[src/hw/limit_ctrl_cfg.svh]
`ifndef LIMIT_CTRL_CFG_SVH
`define LIMIT_CTRL_CFG_SVH
`define CLK_PERIOD_NS      10
`define ALARM_PULSE_MS     2000
`define ALARM_PULSE_CYC    ((`ALARM_PULSE_MS * 1000000) / `CLK_PERIOD_NS)
`define HYST_DEFAULT       2'd1
`define FUNC_DURATION      2'd0
`define FUNC_IMPULSE       2'd1
`define FUNC_INTERVAL      2'd2
`define FUNC_TWO_POINT     2'd3
`define EVT_COUNT          14
`define EVT_REAGENT_LOW    0
`define EVT_PLANT_CONTROL  10
`define RESERVE_MIN_PCT    8'd10
`define RESERVE_H_MIN      8'd24
`define RESERVE_H_MAX      8'd120
`endif

[src/hw/limit_ctrl_pkg.sv]
package limit_ctrl_pkg;
    // Action taken by an event on the alarm relay
    typedef enum logic [1:0] {
        ACT_NONE,
        ACT_ALARM,
        ACT_MESSAGE
    } event_action_t;

    // Per limit output settings
    typedef struct packed {
        logic [15:0] limit;
        logic [1:0]  hyst;
        logic [1:0]  func;
        logic        lockout;
        logic [31:0] relay_time;
    } limit_cfg_t;

    // Per limit output indicators
    typedef struct packed {
        logic relay;
        logic red;
        logic green;
    } limit_out_t;
endpackage : limit_ctrl_pkg

[src/hw/limit_value_output_control.sv]
`timescale 1ns/1ps
`include "limit_ctrl_cfg.svh"
`default_nettype none

module limit_value_output_control #(
    parameter int unsigned ALARM_PULSE_CYC = `ALARM_PULSE_CYC,
    parameter int unsigned FLASH_CYC       = 50000000
) (
    // Clock and reset
    input  wire logic                             clk_i,
    input  wire logic                             rst_n_i,
    // Analysis results
    input  wire logic                             result_valid_i,
    input  wire logic [15:0]                      result_i,
    input  wire logic                             ext_start_i,
    input  wire logic                             standby_key_i,
    // Limit configuration
    input  wire limit_ctrl_pkg::limit_cfg_t [1:0] limit_cfg_i,
    // Plant control
    input  wire logic                             regeneration_input_i,
    input  wire logic                             regen_nc_i,
    input  wire logic                             water_meter_input_i,
    input  wire logic [31:0]                      good_quantity_i,
    input  wire logic                             plant_reset_i,
    // Reserve monitoring
    input  wire logic                             reserve_monitoring_i,
    input  wire logic                             volume_mode_i,
    input  wire logic [7:0]                       reserve_hours_i,
    input  wire logic [31:0]                      reagent_left_i,
    input  wire logic [31:0]                      use_per_hour_i,
    input  wire logic [7:0]                       fill_pct_i,
    // Fault events
    input  wire logic [`EVT_COUNT-1:0]            event_i,
    input  wire logic [`EVT_COUNT*2-1:0]          event_action_i,
    // Outputs
    output logic [1:0]                            func_reject_o,
    output limit_ctrl_pkg::limit_out_t [1:0]      limit_out_o,
    output logic                                  start_now_o,
    output logic                                  analysis_start_o,
    output logic                                  standby_o,
    output logic                                  hold_sample_o,
    output logic                                  reserve_flash_o,
    output logic                                  maint_lamp_o,
    output logic                                  maint_out_o,
    output logic                                  alarm_relay_o
);

    // ************************************************************
    // Exceed detection and hysteresis
    // ************************************************************
    logic [1:0] exceed;
    logic [1:0] below;
    logic [1:0] cnt_q [2];
    logic [1:0] switched_q;
    logic [1:0] sw_prev_q;
    logic [1:0] sw_rise;
    logic [1:0] armed_q;
    logic [1:0] first_q;
    logic [1:0] effective_func [2];
    logic       lock_q;

    // Two-point only on output one without lock-out; strict compare
    always_comb begin
        for (int i = 0; i < 2; i++) begin
            effective_func[i] = limit_cfg_i[i].func;
            func_reject_o[i]  = 1'b0;
            if (limit_cfg_i[i].func == `FUNC_TWO_POINT &&
                (i == 1 || limit_cfg_i[i].lockout)) begin
                effective_func[i] = `FUNC_DURATION;
                func_reject_o[i]  = 1'b1;
            end
            exceed[i] = result_valid_i &&
                        result_i > limit_cfg_i[i].limit;
            below[i]  = result_valid_i && !exceed[i];
        end
    end

    // Consecutive exceed counter per output
    always_ff @(posedge clk_i or negedge rst_n_i) begin
        if (!rst_n_i) begin
            cnt_q[0]   <= 2'd0;
            cnt_q[1]   <= 2'd0;
            switched_q <= 2'b00;
            sw_prev_q  <= 2'b00;
            armed_q    <= 2'b11;
            first_q    <= 2'b00;
        end else begin
            sw_prev_q <= switched_q;
            for (int i = 0; i < 2; i++) begin
                logic [1:0] hyst;
                hyst = (limit_cfg_i[i].hyst == 2'd0) ?
                       `HYST_DEFAULT : limit_cfg_i[i].hyst;
                first_q[i] <= 1'b0;
                if (below[i]) begin
                    cnt_q[i]      <= 2'd0;
                    switched_q[i] <= 1'b0;
                    armed_q[i]    <= 1'b1;
                end else if (exceed[i] && armed_q[i]) begin
                    if (cnt_q[i] + 2'd1 >= hyst) begin
                        switched_q[i] <= 1'b1;
                        armed_q[i]    <= 1'b0;
                        cnt_q[i]      <= 2'd0;
                    end else begin
                        cnt_q[i]   <= cnt_q[i] + 2'd1;
                        first_q[i] <= (cnt_q[i] == 2'd0);
                    end
                end
            end
        end
    end

    // Quick re-analysis; switch events, as a level would relock at once
    assign start_now_o = |first_q;
    assign sw_rise     = switched_q & ~sw_prev_q;

    // ************************************************************
    // Lock-out and standby
    // ************************************************************
    always_ff @(posedge clk_i or negedge rst_n_i) begin
        if (!rst_n_i) begin
            lock_q <= 1'b0;
        end else if (lock_q && standby_key_i) begin
            lock_q <= 1'b0;
        end else if ((sw_rise[0] && limit_cfg_i[0].lockout) ||
                     (sw_rise[1] && limit_cfg_i[1].lockout)) begin
            lock_q <= 1'b1;
        end
    end

    // Standby blocks the external start path
    assign standby_o        = lock_q;
    assign hold_sample_o    = lock_q;
    assign analysis_start_o = ext_start_i && !lock_q;

    // ************************************************************
    // Relay switch functions
    // ************************************************************
    logic [1:0]  relay_q;
    logic [31:0] tmr_q [2];

    always_ff @(posedge clk_i or negedge rst_n_i) begin
        if (!rst_n_i) begin
            relay_q  <= 2'b00;
            tmr_q[0] <= 32'h0;
            tmr_q[1] <= 32'h0;
        end else begin
            for (int i = 0; i < 2; i++) begin
                logic hold;
                // Lock-out keeps duration and interval relays going until key release; impulse relays still time out
                hold = limit_cfg_i[i].lockout && lock_q;
                unique case (effective_func[i])
                    `FUNC_DURATION: begin
                        relay_q[i] <= switched_q[i] ||
                                      (hold && relay_q[i]);
                    end
                    `FUNC_IMPULSE: begin
                        if (sw_rise[i]) begin
                            relay_q[i] <= 1'b1;
                            tmr_q[i]   <= limit_cfg_i[i].relay_time;
                        end else if (relay_q[i]) begin
                            if (tmr_q[i] <= 32'h1) begin
                                relay_q[i] <= 1'b0;
                                tmr_q[i]   <= 32'h0;
                            end else begin
                                tmr_q[i] <= tmr_q[i] - 32'h1;
                            end
                        end
                    end
                    `FUNC_INTERVAL: begin
                        if (switched_q[i] || hold) begin
                            if (tmr_q[i] <= 32'h1) begin
                                relay_q[i] <= !relay_q[i];
                                tmr_q[i]   <= limit_cfg_i[i].relay_time;
                            end else begin
                                tmr_q[i] <= tmr_q[i] - 32'h1;
                            end
                        end else begin
                            relay_q[i] <= 1'b0;
                            tmr_q[i]   <= 32'h0;
                        end
                    end
                    `FUNC_TWO_POINT: begin
                        if (exceed[0]) begin
                            relay_q[i] <= 1'b1;
                        end else if (result_valid_i &&
                                     result_i < limit_cfg_i[1].limit) begin
                                     relay_q[i] <= 1'b0;
                        end
                    end
                endcase
            end
        end
    end

    // Lamps follow the switched state
    always_comb begin
        for (int i = 0; i < 2; i++) begin
            limit_out_o[i].relay = relay_q[i];
            limit_out_o[i].red   = switched_q[i];
            limit_out_o[i].green = !switched_q[i];
        end
    end

    // ************************************************************
    // Plant control
    // ************************************************************
    logic        regen_act;
    logic        regen_q;
    logic        meter_q;
    logic [31:0] water_q;
    logic        plant_evt_q;

    assign regen_act = regeneration_input_i ^ regen_nc_i;

    always_ff @(posedge clk_i or negedge rst_n_i) begin
        if (!rst_n_i) begin
            regen_q     <= 1'b0;
            meter_q     <= 1'b0;
            water_q     <= 32'h0;
            plant_evt_q <= 1'b0;
        end else begin
            regen_q     <= regen_act;
            meter_q     <= water_meter_input_i;
            plant_evt_q <= 1'b0;
            if (|exceed) begin
                if (good_quantity_i != 32'h0 &&
                    water_q < good_quantity_i) begin
                    plant_evt_q <= 1'b1;
                end
                water_q <= 32'h0;
            end else if ((regen_act && !regen_q) || plant_reset_i) begin
                water_q <= 32'h0;
            end else if (water_meter_input_i && !meter_q) begin
                water_q <= water_q + 32'h1;
            end
        end
    end

    // ************************************************************
    // Reserve monitoring
    // ************************************************************
    logic        reserve_on;
    logic        shortfall;
    logic [39:0] need;
    logic [31:0] flash_q;
    logic        flash_ph_q;

    assign reserve_on = reserve_monitoring_i && !volume_mode_i;
    assign need = 40'(use_per_hour_i) * 40'(reserve_hours_i);
    assign shortfall = reserve_on ? (40'(reagent_left_i) < need)
                                  : (fill_pct_i < `RESERVE_MIN_PCT);

    always_ff @(posedge clk_i or negedge rst_n_i) begin
        if (!rst_n_i) begin
            flash_q    <= 32'h0;
            flash_ph_q <= 1'b0;
        end else if (flash_q >= FLASH_CYC - 1) begin
            flash_q    <= 32'h0;
            flash_ph_q <= !flash_ph_q;
        end else begin
            flash_q <= flash_q + 32'h1;
        end
    end

    assign reserve_flash_o = reserve_on && shortfall && flash_ph_q;
    assign maint_lamp_o    = reserve_on && shortfall;
    assign maint_out_o     = reserve_on && shortfall;

    // ************************************************************
    // Alarm relay
    // ************************************************************
    logic [`EVT_COUNT-1:0] evt;
    logic [`EVT_COUNT-1:0] evt_q;
    logic                  alarm_hold;
    logic                  msg_start;
    logic [31:0]           pulse_q;

    always_comb begin
        evt = event_i;
        evt[`EVT_REAGENT_LOW]   = event_i[`EVT_REAGENT_LOW] || shortfall;
        evt[`EVT_PLANT_CONTROL] = plant_evt_q;
        alarm_hold = 1'b0;
        msg_start  = 1'b0;
        for (int e = 0; e < `EVT_COUNT; e++) begin
            if (event_action_i[2*e +: 2] == 2'(limit_ctrl_pkg::ACT_ALARM)) begin
                alarm_hold = alarm_hold || evt[e];
            end else if (event_action_i[2*e +: 2] ==
                         2'(limit_ctrl_pkg::ACT_MESSAGE)) begin
                msg_start = msg_start || (evt[e] && !evt_q[e]);
            end
        end
    end

    always_ff @(posedge clk_i or negedge rst_n_i) begin
        if (!rst_n_i) begin
            evt_q   <= '0;
            pulse_q <= 32'h0;
        end else begin
            evt_q <= evt;
            if (msg_start) begin
                pulse_q <= ALARM_PULSE_CYC;
            end else if (pulse_q != 32'h0) begin
                pulse_q <= pulse_q - 32'h1;
            end
        end
    end

    assign alarm_relay_o = alarm_hold || (pulse_q != 32'h0);

    // ************************************************************
    // Checks
    // ************************************************************
    a_lock_blocks_start: assert property (@(posedge clk_i)
        disable iff (!rst_n_i) lock_q |-> !analysis_start_o)
        else $error("start passed while locked");
    a_green_red_excl: assert property (@(posedge clk_i)
        disable iff (!rst_n_i)
        limit_out_o[0].red != limit_out_o[0].green)
        else $error("lamp state inconsistent");
    a_below_rearms: assert property (@(posedge clk_i)
        disable iff (!rst_n_i) below[0] |=> armed_q[0] && !switched_q[0])
        else $error("no rearm after below");
    a_key_releases: assert property (@(posedge clk_i)
        disable iff (!rst_n_i) lock_q && standby_key_i |=> !lock_q)
        else $error("standby key ignored");
    a_two_point_reject: assert property (@(posedge clk_i)
        disable iff (!rst_n_i) limit_cfg_i[0].lockout &&
        limit_cfg_i[0].func == `FUNC_TWO_POINT |-> func_reject_o[0])
        else $error("two-point accepted with lock-out");
    a_msg_pulse: assert property (@(posedge clk_i)
        disable iff (!rst_n_i) msg_start |=> alarm_relay_o [*8])
        else $error("message pulse too short");
    a_plant_zero: assert property (@(posedge clk_i)
        disable iff (!rst_n_i) good_quantity_i == 32'h0 |=> !plant_evt_q)
        else $error("plant event with zero quantity");
    a_volume_no_res: assert property (@(posedge clk_i)
        disable iff (!rst_n_i) volume_mode_i |-> !maint_out_o)
        else $error("reserve active in volume mode");

endmodule : limit_value_output_control

`default_nettype wire

[config.mk]
export PLATFORM = sky130hd
export DESIGN_NAME = limit_value_output_control
export DESIGN_NICKNAME = d
export VERILOG_FILES = /design/src/hw/limit_ctrl_pkg.sv /design/src/hw/limit_value_output_control.sv
export VERILOG_INCLUDE_DIRS = /design/src /design/src/hw
export SDC_FILE = /design/constraint.sdc
export NUM_CORES = 1
export LEC_CHECK = 0
export BUFFER_PORTS_ARGS = -buffer_cell sky130_fd_sc_hd__buf_2
export CORE_ASPECT_RATIO = 1.75
export CORE_MARGIN = 4
export CORE_UTILIZATION = 65
export DETAILED_ROUTE_END_ITERATION = 6
export PLACE_DENSITY = 0.89
export SETUP_SLACK_MARGIN = 0.3
export SLEW_MARGIN = 25
export SYNTH_ARGS = -nofsm -noshare
export SYNTH_HDL_FRONTEND = slang
export SYNTH_SLANG_ARGS = --single-unit
[constraint.sdc]
create_clock -name clk_i -period 11 [get_ports clk_i]
set_input_delay 0.55 -clock clk_i [delete_from_list [all_inputs] [get_ports clk_i]]
set_output_delay 0.55 -clock clk_i [all_outputs]
set_load 0.02 [all_outputs]
Word level (Yosys, flattened, before mapping) --
Cells that the tools add are included.
Cells by class: order comparisons 11, divide/modulo/power cells 0, shift-type cells 0, bitwise gates (word level) 3, muxes and demuxes 109, multipliers 1, reduce and logical (&&, ||, !) cells 120, add/subtract/negate cells 7, eq/ne operators 42
Operators by type and width (number):
- $mux W32 | 16
- $pmux W32 S2 | 2
- $sub A32 B1 Y32 const B | 3
- $mux W1 | 79
- $add A32 B1 Y32 const B | 2
- $le A32 B1 Y1 const B | 2
- $reduce_bool A32 Y1 | 2
- $eq A2 B2 Y1 const B | 20
- $lt A32 B40 Y1 | 1
- $mul A32 B8 Y40 | 1
- $logic_and A1 B1 Y1 | 36
- $logic_or A1 B1 Y1 | 34
- $eq A2 B1 Y1 const B | 16
- $ge A32 B26 Y1 const B | 1
- $gt A16 B16 Y1 | 2
- $lt A32 B32 Y1 | 1
- $logic_not A1 Y1 | 25
- $mux W2 | 10
- $ne A3 B3 Y1 const B | 6
- $lt A16 B16 Y1 | 1
- $reduce_bool A2 Y1 | 8
- $logic_not A2 Y1 | 6
- $reduce_and A2 Y1 | 6
- $lt A8 B4 Y1 const B | 1
- other kinds (8) | 12
Storage, ports and cells: logic and storage cells 314, bits in latches 0, memories 0, bits of input ports 287, RAM bits 0, output and inout bits 16, flip-flop bits (word level) 193, ROM bits 0

Depth between registers and ports, before layout --
depth after elaboration 47, depth in mapped cells 34, mapped depth without buffers 30

Worst setup path after synthesis --
OpenSTA, ideal clock, no wires.
path kind input to output, start point input reserve_hours_i[7], end point output reserve_flash_o, path slack 3.441 ns, required time 10.450 ns, buffers on the path 2, stages on the path 30, arrival time 7.009 ns, cell sequence clkbuf_1 -> and2_1 -> fa_1 -> fa_1 -> fa_1 -> inv_1 -> fa_1 -> inv_1 -> ha_1 -> buf_2 -> a211oi_1 -> nor2_1 -> or4_1 -> o21ai_2 -> nor3_1 -> nor2_1 -> o21bai_1 -> a21oi_1 -> xor2_1 -> ha_1 -> nand4_1 -> nor4bb_1 -> o21ai_0 -> o21ai_0 -> nor4_1 -> a2111oi_0 -> nand4_1 -> nor4_4 -> nor2_1 -> and2_1
Between the ends: word-level cells in the longest chain between the ends 5
Ends and longest elaborated chain:
- start: declaration | RTL line limit_value_output_control.sv:28 | input wire logic [7:0] reserve_hours_i,
- $mul A32 B8 Y40 | RTL line limit_value_output_control.sv:249 | assign need = 40'(use_per_hour_i) * 40'(reserve_hours_i);
- $lt A32 B40 Y1 | RTL line limit_value_output_control.sv:250 | assign shortfall = reserve_on ? (40'(reagent_left_i) < need)
- $mux W1 | RTL line limit_value_output_control.sv:250
- $logic_and A1 B1 Y1
- via maint_lamp_o | RTL line limit_value_output_control.sv:43 | output logic maint_lamp_o,
- $logic_and A1 B1 Y1 | RTL line limit_value_output_control.sv:265 | assign reserve_flash_o = reserve_on && shortfall && flash_ph_q;
- end: declaration | RTL line limit_value_output_control.sv:42 | output logic reserve_flash_o,
The timed path passes the listed nets, and every way through them passes these cells.

Worst setup path after layout --
start point input reserve_hours_i[6], end point output alarm_relay_o
Between the ends: word-level cells in the longest chain between the ends 32
Ends and longest elaborated chain:
- $mul A32 B8 Y40 * | RTL line limit_value_output_control.sv:249
- $lt A32 B40 Y1 * | RTL line limit_value_output_control.sv:250
- $mux W1 * | RTL line limit_value_output_control.sv:250
- $logic_or A1 B1 Y1 * | RTL line limit_value_output_control.sv:280 | evt[`EVT_REAGENT_LOW] = event_i[`EVT_REAGENT_LOW] || shortfall;
- via evt[0] | RTL line limit_value_output_control.sv:272 | logic [`EVT_COUNT-1:0] evt;
- $mux W1 * | RTL line limit_value_output_control.sv:285 | if (event_action_i[2*e +: 2] == 2'(limit_ctrl_pkg::ACT_ALARM)) begin
- $logic_or A1 B1 Y1 | RTL line limit_value_output_control.sv:286 | alarm_hold = alarm_hold || evt[e];
- $mux W1 * | RTL line limit_value_output_control.sv:285
- (+17 left out)
- $mux W1 * | RTL line limit_value_output_control.sv:285
- $logic_or A1 B1 Y1 | RTL line limit_value_output_control.sv:286
- $mux W1 * | RTL line limit_value_output_control.sv:285
- $logic_or A1 B1 Y1 | RTL line limit_value_output_control.sv:286
- $mux W1 * | RTL line limit_value_output_control.sv:285
- $logic_or A1 B1 Y1 | RTL line limit_value_output_control.sv:286
- $mux W1 * | RTL line limit_value_output_control.sv:285
- $logic_or A1 B1 Y1 * | RTL line limit_value_output_control.sv:308 | assign alarm_relay_o = alarm_hold || (pulse_q != 32'h0);
- end: declaration | RTL line limit_value_output_control.sv:45 | output logic alarm_relay_o
The timed path passes the listed nets; every way through them passes the cells marked *.

==> metrics.md <==
| Metric | Value |
|---|---|
| Top-count cell post-synth | `inv_1` |
| End of the critical path | `alarm_relay_o` |
| Initial antenna violation count | `0` |
| CP Launch Type | `input port` |
| Sink Count | `193` |
| CTS Hold Bufs | `0` |
| Final Instance Area | `roughly 24000 um2` |
| Synth warn | `0` |
| Worst-Margin Slew | `roughly 0.96 ns` |
| RSZ-0062 raised after global routing | `false` |
| Share of cells above drive strength 1 | `13.7%` |
| Status | `finished, final reports clean` |
| IO Count | `roughly 300` |
| Input/output buffers | `300` |
| GPL Wtd Cong | `approximately 0.93` |
| Setup_tns | `0 ns` |
| Cell mode on critical path | `fa_1` |
| Max Slew Vio Count | `0` |
| Post-cts resize count | `0` |
| Setup bufs post-CTS | `0` |
| First-pass GRT wire length | `slightly below 100 mm` |
| Beginning of the worst register-to-register path | `tmr_q[53]$_DFFE_PN0P_` |
| Core area | `approximately 33000 um2` |
| GRT Total Usage | `32.2%` |
| Post-DRT Antenna Nets | `0` |
| Largest net degree at the start of global routing | `approximately 110` |
| Main synth FF type | `dfrtp_1` |
| Clock Skews | `0.0157 ns` |
| DRC | `0` |
| Cell taking the most area after synthesis | `dfrtp_1` |
| PwrDens | `223 nW/um2` |
| Unique masters post-synth | `90` |
| Site row count | `88` |
| Avg WL per Cell | `between 15 and 20 um` |
| CTS tree | `built` |
| Post-route minimum period | `~9.0 ns` |
| Critical path type | `input port to output port` |
| Post-layout util | `about 73%` |
| Final setup violation count | `0` |
| Tcrit/Tclk final | `roughly four fifths` |
| Leakage | `about 12 nW` |
| Vias/cell | `6.17` |
| Worst skew pair latency | `between 0.4 and 0.5 ns` |
| Dpl ws | `between 2 and 2.5 ns` |
| DRT iter0 DRCs | `about 1000` |
| CP max FO | `32` |
| First-pass iteration count of the detailed router | `5` |
| Die height | `around 250 um` |
| Num CTS Buffers | `17` |
| Crit-path max cell delay | `0.57 ns` |
| Die X-Extent | `~150 um` |
| Relative slew slack | `a little over a third` |
| Synth top area cells | `dfrtp_1 (22%), fa_1 (17%), ha_1 (9.9%)` |
| Sequential area share after synthesis | `roughly 22%` |
| Cells after Synth | `2526` |
| Area of the die | `about 36000 um2` |
| Final wirelength | `slightly below 60 mm` |
| Placed Instance Area | `23300 um2` |
| Worst reg-to-reg setup slack | `7.20 ns` |
| Min Hold Slack | `between 0.15 and 0.2 ns` |
| Nets@finish | `between 3000 and 4000` |
| CTS max path bufs | `2` |
| Crit path capture type | `output port` |
| Slowest-stage cell, CP | `fa_1` |
| Number of hold violations in the final report | `0` |
| Crit path DAT | `between 8 and 9 ns` |
| Placed cells | `approximately 3200` |
| Worst EP required | `10.45 ns` |
| Final WS setup | `a little over 2 ns` |
| Max-cap violations | `0` |
| Vias in the first global route | `20900` |
| R2r endpoint | `tmr_q[62]$_DFFE_PN0P_` |
| Starting Density | `65.6%` |
| Cell area after synthesis | `21500 um2` |
| Post-synth EDFFs | `0` |
| Reg clk slew, reported paths | `0.08 ns` |
| Final cell count without fillers | `3184` |
| Htree depth | `4` |
| Crit. Startpoint | `reserve_hours_i[6]` |
| VDD IR max | `about 0.16 mV` |
| Total number of vias | `just under 20000` |
| Root Driver | `clkbuf_16` |
| Hold Crit Class | `input port to asynchronous set/reset pin` |
| Area growth syn-to-layout | `10.9%` |
| Top cell type's share of synthesized area | `22.2%` |
| FF+latch count, synth | `193` |
| Final HPWL DP | `approximately 46 mm` |
| Fmax achieved | `around 0.11 GHz` |
| Global route overflow | `0` |
| Syn Area/Cell | `8.53 um2` |
| Post-synth top cells | `inv_1 (320), nor2_1 (210), and2_1 (203)` |
| PnR Total Power | `~5.3 mW` |
| Reg2reg path depth | `10` |
| Antenna diodes | `0` |
| Async set-reset flop share out of synthesis | `100%` |
-- final cells by class --
cell class                 instances  area, um2
multi-input combinational       1926      15200
fill                            2420       8920
sequential                       193       4830
timing repair buffer             308       1570
inverter                         320       1200
tap                              405        507
clock buffer                      18        429
clock inverter                    14        165
-- where the power goes --
group	total (mW)	internal [mW]	switching [mW]	leakage (nW)
registers	1.03	0.862	0.169	2.45
logic	3.67	1.46	2.20	8.79
clock network	0.636	0.325	0.311	0.292
-- logic make-up (layout without fill, tap and decap cells) --
family	count (synthesis)	count (layout)	synth area share (%)
mux	18	18	0.842
other cells	1	6	0.0174
flops	193	193	22.4
xor+xnor	141	141	5.77
buf+inv	412	660	7.42
fa+ha+maj	351	351	26.7
simple gates	910	910	22.3
compound gates	500	500	14.6
-- per-layer routing --
metal / part of all wire (%) / GRT usage [%] / vias to the layer above
met4: 6.5 / 20.6 / 0
met1: 34 / 33.2 / 9595
met5: 0 / 0 / -
met3: 5.2 / 4.91 / 252
met2: 54 / 60.2 / 806
li1: - / - / 8980
-- worst max-delay path: cells and delay by family --
kind,cells,cell delay (ns)
AO/OA/AOI/OAI,9,1.88
adder cells (fa/ha/maj),6,2.83
buffers and inverters,4,0.72
XOR/XNOR,1,0.10
AND/OR/NAND/NOR,10,2.34
-- how the worst min path moves through the flow --
| stage | end | startpoint | cells after the start |
|---|---|---|---|
| 6_report | tmr_q[12]$_DFFE_PN0P_ | rst_n_i | 1 |
| 5_1_grt | evt_q[7]$_DFF_PN0_ | event_i[7] | 1 |
| 4_1_cts | evt_q[7]$_DFF_PN0_ | event_i[7] | 1 |
| 3_5_place_dp | evt_q[10]$_DFF_PN0_ | plant_evt_q$_DFF_PN0_ | 0 |
| 3_3_place_gp | evt_q[10]$_DFF_PN0_ | plant_evt_q$_DFF_PN0_ | 0 |
| 2_1_floorplan | cnt_q[0]$_DFFE_PN0P_ | rst_n_i | 0 |
-- sequential cells by signal, indices dropped and copies added (netlist names), 2 cells and up --
name / count
pulse_q: 32
relay_q: 2
evt_q: 14
first_q: 2
flash_q: 32
sw_prev_q: 2
tmr_q: 64
cnt_q: 4
switched_q: 2
water_q: 32
armed_q: 2
-- cells in the final DEF (no fill, tap or decap), types with 7 or more instances in the layout --
master     Yosys  final
xnor2_1       64     64
nand2b_1      25     24
fa_1         180    180
nand2_1      172    170
o221ai_1      30     30
nor3_1        63     63
or3_1         10     10
dfrtp_1      191    191
nor4_1        27     27
mux2i_1       17     17
a31oi_1       15     15
nor2_1       210    208
nand4_1       40     40
buf_2         14    299
buf_4          7      7
nand3b_1       7      7
or4_1         10     10
o21ai_1       37     35
nor4bb_1      13     13
nand3_1       48     48
ha_1         171    171
a22oi_1       22     22
and3_1        23     23
a211oi_1       8      8
nor2b_1       14     14
and2_1       203    202
o21bai_1       8      8
xor2_1        76     76
and4_1         9      9
clkbuf_16      0     17
o211ai_1      12     12
a21o_1        29     29
o21a_1        35     35
a21oi_1      162    161
o21ai_0       85     85
inv_1        320    320
or2_2          7      7
(Power assumes the default switching activity.)
